$ cat config.mk
export PLATFORM = sky130hd
export DESIGN_NAME = rcw_radio_config_regs
export DESIGN_NICKNAME = d
export VERILOG_FILES = /design/src/core/rcw_radio_config_regs.v
export VERILOG_INCLUDE_DIRS = /design/src /design/src/core
export SDC_FILE = /design/constraint.sdc
export NUM_CORES = 1
export LEC_CHECK = 0
export BUFFER_PORTS_ARGS = -buffer_cell sky130_fd_sc_hd__buf_4
export CAP_MARGIN = 20
export CELL_PAD_IN_SITES_DETAIL_PLACEMENT = 0
export CELL_PAD_IN_SITES_GLOBAL_PLACEMENT = 1
export CORE_ASPECT_RATIO = 1.4
export CORE_MARGIN = 1.5
export CORE_UTILIZATION = 30
export DETAILED_ROUTE_END_ITERATION = 10
export PLACE_DENSITY_LB_ADDON = 0.3
export SLEW_MARGIN = 20
export SYNTH_ARGS = -nofsm -noshare
export SYNTH_HDL_FRONTEND = slang
export SYNTH_SLANG_ARGS = --single-unit
$ cat constraint.sdc
create_clock -name core_clk -period 11.7 [get_ports core_clk]
set_input_delay 1.755 -clock core_clk [delete_from_list [all_inputs] [get_ports core_clk]]
set_output_delay 1.755 -clock core_clk [all_outputs]
set_load 0.05 [all_outputs]
$ cat src/core/rcw_consts.vh
// Constants for the radio configuration and wake-up timer register bank.
// Assumes a 100 MHz core clock and a register index that is the byte address over four.
`ifndef RCW_CONSTS_VH
`define RCW_CONSTS_VH
// ==========================================================================
// Register indices, byte address is four times the index.
`define RCW_IDX_BYPASS 10'h107
`define RCW_IDX_TXDLY 10'h10a
`define RCW_IDX_EXT 10'h10b
`define RCW_IDX_FMT 10'h13e
`define RCW_IDX_CHLO 10'h300
`define RCW_IDX_CHMI 10'h301
`define RCW_IDX_CHHI 10'h302
`define RCW_IDX_TXMOD 10'h306
`define RCW_IDX_RSSI 10'h30c
`define RCW_IDX_SQI 10'h30d
`define RCW_IDX_PRAM 10'h313
`define RCW_IDX_TXBASE 10'h314
`define RCW_IDX_RXBASE 10'h315
`define RCW_IDX_PRESC 10'h316
`define RCW_IDX_SLEEP 10'h317
`define RCW_IDX_RLDHI 10'h318
`define RCW_IDX_RLDLO 10'h319
`define RCW_IDX_TMRCTL 10'h31a
`define RCW_IDX_STATUS 10'h31b
// ==========================================================================
// Reset values.
`define RCW_RST_TXDLY 8'hc0
`define RCW_RST_EXT 8'h00
`define RCW_RST_FMT 8'h00
`define RCW_RST_CHLO 8'h80
`define RCW_RST_CHMI 8'ha9
`define RCW_RST_CHHI 8'h03
`define RCW_RST_PREEMP 1'b1
`define RCW_RST_TXBASE 8'h80
`define RCW_RST_RXBASE 8'h00
// ==========================================================================
// Field positions.
`define RCW_BIT_BYPASS 7
`define RCW_SLEEP_HI 6
`define RCW_SLEEP_LO 3
`define RCW_BIT_WAKE 0
`define RCW_BIT_FLAGRST 0
`define RCW_BIT_CAL 1
`define RCW_BIT_TOFLAG 1
`define RCW_BIT_PORFLAG 2
`define RCW_BIT_XOSCRDY 4
`define RCW_BIT_CALRDY 5
// ==========================================================================
// Frame formats and sleep states.
`define RCW_FMT_PACKET 8'h00
`define RCW_FMT_RAW_RX 8'h02
`define RCW_FMT_RAW_TX 8'h03
`define RCW_SLEEP_RETAIN_RAM 4'h1
`define RCW_SLEEP_CRYSTAL_ON 4'h4
`define RCW_SLEEP_RAM_AND_CRYSTAL 4'h5
`define RCW_SLEEP_RAM_AND_RC_OSC 4'hb
// ==========================================================================
// Timing.
`define RCW_CLK_PERIOD_NS 10
`define RCW_TX_STEP_NS 1000
`define RCW_EXT_STEP_NS 4000
`define RCW_TX_STEP_CYC (`RCW_TX_STEP_NS / `RCW_CLK_PERIOD_NS)
`define RCW_EXT_STEP_CYC (`RCW_EXT_STEP_NS / `RCW_CLK_PERIOD_NS)
`endif

$ cat src/core/rcw_radio_config_regs.v
// Radio configuration bank with MAC entry delays and the wake-up timer.
// Assumes an APB master on core_clk and a slow 32 kHz clock sampled as a pin.
//
// Contract
// - Transmit entry waits programmable 1 us steps.
// - Extension adds 4 us steps both directions.
// - Format field selects packet or raw modes.
// - Channel word is 24 bits over three registers.
// - Bit zero enables transmit preemphasis, reset on.
// - Upper seven modulation bits belong to controller.
// - Received power reads as signed byte.
// - Link quality readback, reset zero.
// - Transmit area base pointer, reset 128.
// - Receive area base pointer, reset zero.
// - Prescaler code divides slow clock by table.
// - New prescaler applies on sleep register write.
// - Sleep field selects retention state.
// - Wake on timeout only when enabled.
// - Calibration enable starts slow RC calibration.
// - Flag reset clears timeout and cold-start flags.
// - Bypass bit skips both entry delays.
// - Timeout flag latches until cleared.
`include "rcw_consts.vh"
`default_nettype none

module rcw_radio_config_regs
#(
  parameter AW = 12
)
(
  input wire core_clk,
  input wire rstn,
  input wire psel,
  input wire penable,
  input wire pwrite,
  input wire [AW-1:0] paddr,
  input wire [31:0] pwdata,
  output reg [31:0] prdata,
  output reg pready,
  output reg pslverr,
  input wire transmitCommand,
  input wire receiveCommand,
  output reg txEnter,
  output reg rxStart,
  output reg [7:0] frameFormatSelect,
  output reg rawSymbolPortRx,
  output reg rawSymbolPortTx,
  output reg [23:0] channelFrequencyWord,
  output reg txPreemphasisEnable,
  input wire [6:0] controllerOwnedBits,
  input wire [7:0] rssiIn,
  input wire [7:0] sqiIn,
  input wire linkValid,
  output reg [3:0] pramPage,
  output reg [7:0] txBufferBase,
  output reg [7:0] rxBufferBase,
  output reg [3:0] sleepState,
  output reg sleepRetainRam,
  output reg sleepCrystalOn,
  output reg sleepRcOsc,
  output reg slowRcCalibrateEnable,
  input wire slowRcCalDone,
  input wire slowCrystalReady,
  input wire slowClkPin,
  output reg wakeRequest
);

  localparam ST_IDLE = 2'd0;
  localparam ST_TXW = 2'd1;
  localparam ST_RXW = 2'd2;

  // ==========================================================================
  // Register state.
  reg [7:0] txDelay_q;
  reg [7:0] extDelay_q;
  reg bypass_q;
  reg [7:0] rssi_q;
  reg [7:0] sqi_q;
  reg [2:0] prescStage_q;
  reg [2:0] prescAct_q;
  reg wakeOnTimeout_q;
  reg [7:0] reloadHigh_q;
  reg [15:0] reload_q;
  reg reloadLoad_q;
  reg timeoutFlag_q;
  reg porFlag_q;
  reg started_q;
  reg [1:0] state_q;
  reg [17:0] delayCnt_q;
  reg [2:0] slowSync_q;
  reg slowLevel_q;
  reg [15:0] prescCnt_q;
  reg [15:0] timer_q;

  // ==========================================================================
  // Bus decode.
  wire [9:0] idx = paddr[11:2];
  wire setupAcc = psel & penable & ~pready;
  wire acc = psel & penable & pready;
  wire wrAcc = acc & pwrite;
  wire [7:0] wd = pwdata[7:0];
  reg [7:0] rdByte;
  reg hit;

  always @*
  begin
    hit = 1'b1;
    rdByte = 8'h00;
    if (idx == `RCW_IDX_BYPASS)
      rdByte = {bypass_q, 7'h00};
    else if (idx == `RCW_IDX_TXDLY)
      rdByte = txDelay_q;
    else if (idx == `RCW_IDX_EXT)
      rdByte = extDelay_q;
    else if (idx == `RCW_IDX_FMT)
      rdByte = frameFormatSelect;
    else if (idx == `RCW_IDX_CHLO)
      rdByte = channelFrequencyWord[7:0];
    else if (idx == `RCW_IDX_CHMI)
      rdByte = channelFrequencyWord[15:8];
    else if (idx == `RCW_IDX_CHHI)
      rdByte = channelFrequencyWord[23:16];
    else if (idx == `RCW_IDX_TXMOD)
      rdByte = {controllerOwnedBits, txPreemphasisEnable};
    else if (idx == `RCW_IDX_RSSI)
      rdByte = rssi_q;
    else if (idx == `RCW_IDX_SQI)
      rdByte = sqi_q;
    else if (idx == `RCW_IDX_PRAM)
      rdByte = {4'h0, pramPage};
    else if (idx == `RCW_IDX_TXBASE)
      rdByte = txBufferBase;
    else if (idx == `RCW_IDX_RXBASE)
      rdByte = rxBufferBase;
    else if (idx == `RCW_IDX_PRESC)
      rdByte = 8'h00;
    else if (idx == `RCW_IDX_SLEEP)
      rdByte = {1'b0, sleepState, 2'b00, wakeOnTimeout_q};
    else if (idx == `RCW_IDX_RLDHI)
      rdByte = 8'h00;
    else if (idx == `RCW_IDX_RLDLO)
      rdByte = reload_q[7:0];
    else if (idx == `RCW_IDX_TMRCTL)
      rdByte = {6'h00, slowRcCalibrateEnable, 1'b0};
    else if (idx == `RCW_IDX_STATUS)
      rdByte = {2'b00, slowRcCalDone, slowCrystalReady, 1'b0, porFlag_q, timeoutFlag_q, 1'b0};
    else
      hit = 1'b0;
  end

  always @(posedge core_clk or negedge rstn)
  begin
    if (!rstn)
    begin
      pready <= 1'b0;
      pslverr <= 1'b0;
      prdata <= 32'h00000000;
    end
    else
    begin
      pready <= setupAcc;
      pslverr <= setupAcc & ~hit;
      if (setupAcc && !pwrite)
        prdata <= {24'h000000, rdByte};
    end
  end

  // ==========================================================================
  // Software registers.
  wire wTx = wrAcc & hit & (idx == `RCW_IDX_TXDLY);
  wire wLo = wrAcc & hit & (idx == `RCW_IDX_RLDLO);
  wire wSleep = wrAcc & hit & (idx == `RCW_IDX_SLEEP);
  wire wCtl = wrAcc & hit & (idx == `RCW_IDX_TMRCTL);
  wire flagClear = wCtl & wd[`RCW_BIT_FLAGRST];

  always @(posedge core_clk or negedge rstn)
  begin
    if (!rstn)
    begin
      bypass_q <= 1'b0;
      txDelay_q <= `RCW_RST_TXDLY;
      extDelay_q <= `RCW_RST_EXT;
      frameFormatSelect <= `RCW_RST_FMT;
      channelFrequencyWord <= {`RCW_RST_CHHI, `RCW_RST_CHMI, `RCW_RST_CHLO};
      txPreemphasisEnable <= `RCW_RST_PREEMP;
      pramPage <= 4'h0;
      txBufferBase <= `RCW_RST_TXBASE;
      rxBufferBase <= `RCW_RST_RXBASE;
      prescStage_q <= 3'd0;
      prescAct_q <= 3'd0;
      sleepState <= 4'h0;
      wakeOnTimeout_q <= 1'b0;
      reloadHigh_q <= 8'h00;
      reload_q <= 16'h0000;
      reloadLoad_q <= 1'b0;
      slowRcCalibrateEnable <= 1'b0;
    end
    else
    begin
      reloadLoad_q <= wLo;
      if (wrAcc && hit)
      begin
        if (idx == `RCW_IDX_BYPASS)
          bypass_q <= wd[`RCW_BIT_BYPASS];
        else if (wTx)
          txDelay_q <= wd;
        else if (idx == `RCW_IDX_EXT)
          extDelay_q <= wd;
        else if (idx == `RCW_IDX_FMT)
          frameFormatSelect <= wd;
        else if (idx == `RCW_IDX_CHLO)
          channelFrequencyWord[7:0] <= wd;
        else if (idx == `RCW_IDX_CHMI)
          channelFrequencyWord[15:8] <= wd;
        else if (idx == `RCW_IDX_CHHI)
          channelFrequencyWord[23:16] <= wd;
        else if (idx == `RCW_IDX_TXMOD)
          txPreemphasisEnable <= wd[0];
        else if (idx == `RCW_IDX_PRAM)
          pramPage <= wd[3:0];
        else if (idx == `RCW_IDX_TXBASE)
          txBufferBase <= wd;
        else if (idx == `RCW_IDX_RXBASE)
          rxBufferBase <= wd;
        else if (idx == `RCW_IDX_PRESC)
          prescStage_q <= wd[2:0];
        else if (wSleep)
        begin
          sleepState <= wd[`RCW_SLEEP_HI:`RCW_SLEEP_LO];
          wakeOnTimeout_q <= wd[`RCW_BIT_WAKE];
          prescAct_q <= prescStage_q;
        end
        else if (idx == `RCW_IDX_RLDHI)
          reloadHigh_q <= wd;
        else if (wLo)
          reload_q <= {reloadHigh_q, wd};
        else if (wCtl)
          slowRcCalibrateEnable <= wd[`RCW_BIT_CAL];
      end
    end
  end

  // ==========================================================================
  // Decoded mode outputs and readback capture.
  always @(posedge core_clk or negedge rstn)
  begin
    if (!rstn)
    begin
      rawSymbolPortRx <= 1'b0;
      rawSymbolPortTx <= 1'b0;
      sleepRetainRam <= 1'b0;
      sleepCrystalOn <= 1'b0;
      sleepRcOsc <= 1'b0;
      rssi_q <= 8'h00;
      sqi_q <= 8'h00;
    end
    else
    begin
      rawSymbolPortRx <= (frameFormatSelect == `RCW_FMT_RAW_RX);
      rawSymbolPortTx <= (frameFormatSelect == `RCW_FMT_RAW_TX);
      sleepRetainRam <= (sleepState == `RCW_SLEEP_RETAIN_RAM) | (sleepState == `RCW_SLEEP_RAM_AND_CRYSTAL) |
        (sleepState == `RCW_SLEEP_RAM_AND_RC_OSC);
      sleepCrystalOn <= (sleepState == `RCW_SLEEP_CRYSTAL_ON) | (sleepState == `RCW_SLEEP_RAM_AND_CRYSTAL);
      sleepRcOsc <= (sleepState == `RCW_SLEEP_RAM_AND_RC_OSC);
      if (linkValid)
      begin
        rssi_q <= rssiIn;
        sqi_q <= sqiIn;
      end
    end
  end

  // ==========================================================================
  // Transmit and receive entry delays.
  wire [31:0] txCyclesFull = txDelay_q * `RCW_TX_STEP_CYC + extDelay_q * `RCW_EXT_STEP_CYC;
  wire [31:0] rxCyclesFull = extDelay_q * `RCW_EXT_STEP_CYC;
  wire [17:0] txCycles = txCyclesFull[17:0];
  wire [17:0] rxCycles = rxCyclesFull[17:0];

  always @(posedge core_clk or negedge rstn)
  begin
    if (!rstn)
    begin
      state_q <= ST_IDLE;
      delayCnt_q <= 18'h00000;
      txEnter <= 1'b0;
      rxStart <= 1'b0;
    end
    else
    begin
      txEnter <= 1'b0;
      rxStart <= 1'b0;
      case (state_q)
        ST_IDLE:
        begin
          if (transmitCommand)
          begin
            if (bypass_q || txCycles == 18'h00000)
              txEnter <= 1'b1;
            else
            begin
              state_q <= ST_TXW;
              delayCnt_q <= txCycles - 18'h00001;
            end
          end
          else if (receiveCommand)
          begin
            if (bypass_q || rxCycles == 18'h00000)
              rxStart <= 1'b1;
            else
            begin
              state_q <= ST_RXW;
              delayCnt_q <= rxCycles - 18'h00001;
            end
          end
        end
        ST_TXW, ST_RXW:
        begin
          if (delayCnt_q == 18'h00000)
          begin
            txEnter <= (state_q == ST_TXW);
            rxStart <= (state_q == ST_RXW);
            state_q <= ST_IDLE;
          end
          else
            delayCnt_q <= delayCnt_q - 18'h00001;
        end
        default:
          state_q <= ST_IDLE;
      endcase
    end
  end

  // ==========================================================================
  // Slow clock sampling and prescaler.
  wire slowAgree = (slowSync_q[1] == slowSync_q[2]);
  wire slowRise = slowAgree & slowSync_q[2] & ~slowLevel_q;
  reg [15:0] prescMax;

  always @*
  begin
    case (prescAct_q)
      3'd0: prescMax = 16'h0000;
      3'd1: prescMax = 16'h0003;
      3'd2: prescMax = 16'h0007;
      3'd3: prescMax = 16'h000f;
      3'd4: prescMax = 16'h007f;
      3'd5: prescMax = 16'h03ff;
      3'd6: prescMax = 16'h1fff;
      default: prescMax = 16'hffff;
    endcase
  end

  wire prescTick = slowRise & (prescCnt_q >= prescMax);

  always @(posedge core_clk or negedge rstn)
  begin
    if (!rstn)
    begin
      slowSync_q <= 3'b000;
      slowLevel_q <= 1'b0;
      prescCnt_q <= 16'h0000;
    end
    else
    begin
      slowSync_q <= {slowSync_q[1:0], slowClkPin};
      if (slowAgree)
        slowLevel_q <= slowSync_q[2];
      if (wSleep)
        prescCnt_q <= 16'h0000;
      else if (prescTick)
        prescCnt_q <= 16'h0000;
      else if (slowRise)
        prescCnt_q <= prescCnt_q + 16'h0001;
    end
  end

  // ==========================================================================
  // Wake-up timer, flags and wake request.
  wire timeout = prescTick & ~reloadLoad_q & (timer_q == 16'h0000);

  always @(posedge core_clk or negedge rstn)
  begin
    if (!rstn)
    begin
      timer_q <= 16'h0000;
      timeoutFlag_q <= 1'b0;
      porFlag_q <= 1'b0;
      started_q <= 1'b0;
      wakeRequest <= 1'b0;
    end
    else
    begin
      started_q <= 1'b1;
      if (reloadLoad_q || timeout)
        timer_q <= reload_q;
      else if (prescTick)
        timer_q <= timer_q - 16'h0001;
      if (timeout)
        timeoutFlag_q <= 1'b1;
      else if (flagClear)
        timeoutFlag_q <= 1'b0;
      if (!started_q)
        porFlag_q <= 1'b1;
      else if (flagClear)
        porFlag_q <= 1'b0;
      wakeRequest <= timeout & wakeOnTimeout_q;
    end
  end

endmodule // rcw_radio_config_regs

`default_nettype wire

Yosys cells after proc, flatten, opt, wreduce, memory -nomap -nowiden
Index checks and enable logic that the tools add are counted.
W data, S select, Z words.
{"block": "word_totals", "ff_bits": 200, "latch_bits": 0, "ramBits": 0, "rom_bits": 0, "input_bits": 78, "out_inout_bits": 100, "memories": 0}
{"block": "op_classes", "add_sub_neg": 6, "mul": 2, "div_mod_pow": 0, "order_cmp": 1, "eq_ne": 40, "shifts": 0, "muxes": 68, "bitwise": 39, "reduce_logical": 35}
{"cell": "$eq A10 B10 Y1 const B", "n": 15}
{"cell": "$mux W8", "n": 17}
{"cell": "$pmux W16 S7", "n": 1}
{"cell": "$mux W18", "n": 5}
{"cell": "$mux W16", "n": 5}
{"cell": "$logic_not A18 Y1", "n": 3}
{"cell": "$eq A10 B9 Y1 const B", "n": 4}
{"cell": "$pmux W18 S2", "n": 1}
{"cell": "$sub A18 B1 Y18 const B", "n": 2}
{"cell": "$mux W1", "n": 29}
{"cell": "$mul A8 B5 Y13 const B", "n": 2}
{"cell": "$not A1 Y1", "n": 19}
{"cell": "$add A15 B17 Y18", "n": 1}
{"cell": "$sub A17 B1 Y18 const B", "n": 1}
{"cell": "$and A1 B1 Y1", "n": 17}
{"cell": "$reduce_and A17 Y1", "n": 1}
{"cell": "$add A16 B1 Y16 const B", "n": 1}
{"cell": "$eq A8 B2 Y1 const B", "n": 2}
{"cell": "$ge A16 B16 Y1", "n": 1}
{"cell": "$logic_not A16 Y1", "n": 1}
{"cell": "$reduce_and A16 Y1", "n": 1}
{"cell": "$sub A16 B1 Y16 const B", "n": 1}
{"cell": "$reduce_and A15 Y1", "n": 1}
{"cell": "$reduce_and A14 Y1", "n": 1}
{"cell": "other kinds (37)", "n": 59}

Logic depth before layout (Yosys ltp)
{"block": "depth", "ltp_word": 25, "depth_mapped": 24, "depth_no_buf": 23}

Worst setup path after synthesis
OpenSTA, ideal clock, no wires.
{"block": "synth_timing", "path_kind": "reg2reg", "from": "reg extDelay_q[2]", "to": "reg state_q[1]", "setup_time_ps": 125, "arrival_time_ps": 5124, "path_slack_ps": 6451, "stages_incl_launch_ff": 19, "synth_period_minus_slack_ps": 5249, "path_cell_list": "dfrtp_1 > ha_1 > ha_1 > fa_1 > ha_1 > and3_1 > or3_1 > and2_1 > clkbuf_1 > ha_1 > o211ai_1 > nand2_1 > o22ai_1 > xnor2_1 > or3_4 > or4b_4 > and2_2 > o21ai_2 > mux2_2"}
{"block": "synth_between", "elab_chain_cells": 6, "elab_cells_between_ends": 9, "classes_between": "add/sub: 1; mul: 1; eq/ne: 2; reduce/logical: 5"}
{"element": "from (decl)", "line_no": "rcw_radio_config_regs.v:75", "text": "reg [7:0] extDelay_q;"}
{"element": "from (signal assigned)", "line_no": "rcw_radio_config_regs.v:182", "text": "extDelay_q <= `RCW_RST_EXT;"}
{"element": "from (signal assigned)", "line_no": "rcw_radio_config_regs.v:208", "text": "extDelay_q <= wd;"}
{"element": "$mul A8 B5 Y13 (no line) *"}
{"element": "$add A15 B17 Y18 (no line)"}
{"element": "$logic_not A18 Y1", "line_no": "rcw_radio_config_regs.v:298", "text": "if (bypass_q || txCycles == 18'h00000)"}
{"element": "$logic_or A1 B1 Y1", "line_no": "rcw_radio_config_regs.v:298"}
{"element": "$ne A3 B3 Y1 (no line)"}
{"element": "$reduce_and A4 Y1 (no line) *"}
{"element": "to (signal assigned)", "line_no": "rcw_radio_config_regs.v:302", "text": "state_q <= ST_TXW;"}
{"element": "to (signal assigned)", "line_no": "rcw_radio_config_regs.v:312", "text": "state_q <= ST_RXW;"}
{"element": "to (signal assigned)", "line_no": "rcw_radio_config_regs.v:323", "text": "state_q <= ST_IDLE;"}
{"element": "to (decl)", "line_no": "rcw_radio_config_regs.v:88", "text": "reg [1:0] state_q;"}
Mark *: on every way between the ends. The rest lies on a longest branch, timed or not.
A chain may end at the register's enable or synchronous reset.

Worst setup path in the final report
{"block": "layout_timing", "from": "reg extDelay_q[2]", "to": "reg delayCnt_q[6]"}
{"block": "layout_between", "elab_chain_cells": 6, "elab_cells_between_ends": 16, "classes_between": "add/sub: 3; mul: 1; eq/ne: 2; mux: 5; reduce/logical: 5"}
{"element": "$mul A8 B5 Y13 (no line) *"}
{"element": "$add A15 B17 Y18 (no line) / $sub A17 B1 Y18 (equally long branches)"}
{"element": "$sub A18 B1 Y18, or another cell as far along", "line_no": "rcw_radio_config_regs.v:303", "text": "delayCnt_q <= txCycles - 18'h00001;"}
{"element": "$mux W18, or another cell as far along", "line_no": "rcw_radio_config_regs.v:298"}
{"element": "$mux W18 / $ne A3 B3 Y1 (equally long branches)"}
{"element": "$pmux W18 S2 / $reduce_and A5 Y1 (equally long branches)"}
{"element": "to (signal assigned)", "line_no": "rcw_radio_config_regs.v:303"}
{"element": "to (signal assigned)", "line_no": "rcw_radio_config_regs.v:313", "text": "delayCnt_q <= rxCycles - 18'h00001;"}
{"element": "to (signal assigned)", "line_no": "rcw_radio_config_regs.v:326", "text": "delayCnt_q <= delayCnt_q - 18'h00001;"}
{"element": "to (decl)", "line_no": "rcw_radio_config_regs.v:89", "text": "reg [17:0] delayCnt_q;"}
Mark *: on every way between the ends. The rest lies on a longest branch, timed or not. The select of a mux whose other input is x is not followed.

==> impl_metrics.tcl <==
set metrics [dict create \
    status "finished clean" \
    async_flop_share_pct 100 \
    grt_setup_unrepaired "no" \
    final_layout_size_suffix_gt1_share_pct 22.9 \
    yosys_warnings 0 \
    drt-total-wl_um 40800 \
    hp-class "reg -> reg" \
    drt_iter0_markers 536 \
    setup_viol 0 \
    via_count 10500 \
    antenna_found_initial 0 \
    netlist_top_cells_area "dfrtp_1 36%, mux2_2 10%, ha_1 9.2%" \
    hpwlAfterDp_um 31800 \
    cts_hold_buffers 0 \
    fin_nets 1604 \
    synthCells 1319 \
    drt_first_pass_iters 5 \
    tightestPinTransition_ns 1.19 \
    clk_latency_ns 0.46 \
    syn_area_sq_mm 0.0130 \
    ys.flop_type "dfrtp_1" \
    clock_sinks 200 \
    die_x_um 179 \
    fin_ws_ns 5.62 \
    cts.htree.levels 4 \
    dieArea_sq_mm 0.0446 \
    synth_top_area_share_pct 36.4 \
    synth_cell_types 89 \
    root_buffer "clkbuf_16" \
    yosysSeqAreaShare_pct 38.6 \
    slowest_stage "o311a_1" \
    report.final.slew_viol_count 0 \
    grt_start_max_net_pins 72 \
    synth_edf_count 0 \
    p_leak_nw 7.05 \
    avgSynthCellArea_sq_um 9.86 \
    worstPathMaxFanout 16 \
    cpLargestDelayFamily "simple AND/OR/NAND/NOR gates" \
    grt_pass1_wl_um 62600 \
    critPathRequiredTime_ns 12.05 \
    post_cts_buffers 0 \
    via_per_inst 5.27 \
    timing.max_slew.rel_slack_pct 20.1 \
    finalCritPeriodShare_pct 51.9 \
    power_per_cell_area_mw_per_mm2 93.0 \
    ir_drop_mv 0.0872 \
    hold_viol 0 \
    ys_seq_elements 200 \
    fillers 4389 \
    io_buffer_count 127 \
    yosysMostFrequentCell "dfrtp_1" \
    layout.core_utilization_pct 34.9 \
    core_area_sq_mm 0.0429 \
    drc 0 \
    cts.repair.resized 0 \
    ios 178 \
    pre_cts_ws_ns 5.61 \
    diodes 0 \
    fmax_mhz 165 \
    die_h_um 249 \
    slowest_delay_ns 0.71 \
    path_class "reg -> reg" \
    clk_path_buf_depth 2 \
    cp-end-kind "flop" \
    syn2layout_area_growth_pct 15.1 \
    rows 90 \
    synthTopCellsByCount "189 x dfrtp_1, 116 x mux2_2, 96 x ha_1, 95 x nor2_1, 84 x nand2_1" \
    grt_remaining_overflow 0 \
    clock_skew_ns 0.0128 \
    min_period_ns 6.08 \
    finalWeightedCongestion 0.867 \
    worst_path_most_repeated_cell "ha_1" \
    clk_pin_slew_ns 0.08 \
    maxCapViolCount 0 \
    initial_utilization_pct 30.3 \
    yosysTopAreaCell "dfrtp_1" \
    stdcell_area_sq_mm 0.0150 \
    wl_per_cell_um 20.5 \
    ant_nets 0 \
    startpoint_type "flop" \
    arrival_ns 6.42 \
    grt_pass1_vias 10600 \
    cts_tree "yes" \
    setup_tns_ns 0 \
    crit_buf_inv 1 \
    grtUsageTotal_pct 18.7 \
    crit_chain "inv_1, ha_1, ha_1, fa_1, ha_1, and3_1, or3_1, and2_1, ha_1, o211ai_1, nand2_1, or3_1, and4_1, o22ai_1, or2_1, o311a_1, o211ai_1, o221a_1" \
    dpl_cell_area_sq_mm 0.0144 \
    numCtsBuffers 17 \
]
==> sequential cells by signal, summed over array words and instances, names as in the netlist, 3 cells and up <==
register,cells
frameFormatSelect,8
rssi_q,8
sleepState,4
txDelay_q,8
delayCnt_q,18
reload_q,16
prdata,8
prescStage_q,3
channelFrequencyWord,24
sqi_q,8
slowSync_q,3
reloadHigh_q,8
pramPage,4
extDelay_q,8
rxBufferBase,8
prescCnt_q,16
txBufferBase,8
prescAct_q,3
timer_q,16
==> cells by family after synthesis <==
family | Yosys count | synth area share (%)
buf+inv | 127 | 4.60
xor+xnor | 49 | 3.30
compound gates | 299 | 15.2
mux | 131 | 11.2
other cells | 2 | 0.0578
fa+ha+maj | 103 | 10.3
flops | 200 | 38.6
simple gates | 408 | 16.7
==> path summary, 6_finish.rpt <==
path,startpoint,endpoint,slack [ns],depth (start not counted)
setup / recovery,extDelay_q[2],delayCnt_q[6],5.62,18
hold / removal,slowSync_q[0],slowSync_q[1],0.36,0
setup reg to reg,extDelay_q[2],delayCnt_q[6],5.62,18
hold reg to reg,slowSync_q[0],slowSync_q[1],0.36,0
max in group asynchronous,rstn,delayCnt_q[2],9.01,2
min in group asynchronous,rstn,rawSymbolPortRx,1.31,1
==> area by class of cell <==
type | instances | area [sq um] | share of cell area, %
Tap cell | 552 | 691 | 4.62
Sequential cell | 200 | 5020 | 33.5
Clock inverter | 12 | 97.6 | 0.652
Inverter | 50 | 188 | 1.25
Timing Repair Buffer | 139 | 1050 | 7.02
Clock buffer | 19 | 433 | 2.89
Multi-Input combinational cell | 1015 | 7480 | 50.0
==> metal layers <==
metal	share of wire (%)	vias to the layer above	GRT usage, %
met2	56	209	35.5
li1	-	4985	-
met1	38	5209	20.5
met4	3.4	0	7.07
met5	0	-	0
met3	2.6	64	2.69
==> per-stage QoR <==
stage,hold slack (ns),cells,power (mW)
after detailed placement,0.341,1956,0.847
after floorplan,0.331,1342,0.798
after global routing,0.359,1987,1.45
after global placement,0.334,1956,0.846
after CTS,0.359,1987,1.41
final,0.355,1987,1.39
==> power by group <==
part | internal, mW | total [mW] | switching, mW
combinational | 0.0352 | 0.117 | 0.0817
clock | 0.274 | 0.559 | 0.285
sequential | 0.704 | 0.715 | 0.0112
total | 1.01 | 1.39 | 0.378
==> cells in the final DEF, fill, tap and decap left out, types with 8 or more instances in the layout <==
master / count
a211oi_1: 14
a21o_1: 9
a21oi_1: 67
a221oi_1: 15
a22oi_1: 11
and3_1: 23
buf_4: 138
clkbuf_16: 17
conb_1: 25
dfrtp_1: 189
dfstp_2: 11
ha_1: 96
inv_1: 49
mux2_2: 116
mux2i_1: 11
nand2_1: 84
nand2b_1: 26
nand3_1: 24
nand4_1: 15
nor2_1: 95
nor2b_1: 14
nor3_1: 35
nor4_1: 18
o211ai_1: 9
o21ai_0: 73
o21bai_1: 8
o22ai_1: 16
o31ai_1: 13
or3_1: 18
xnor2_1: 35
xor2_1: 14
(Power assumes the default switching activity.)
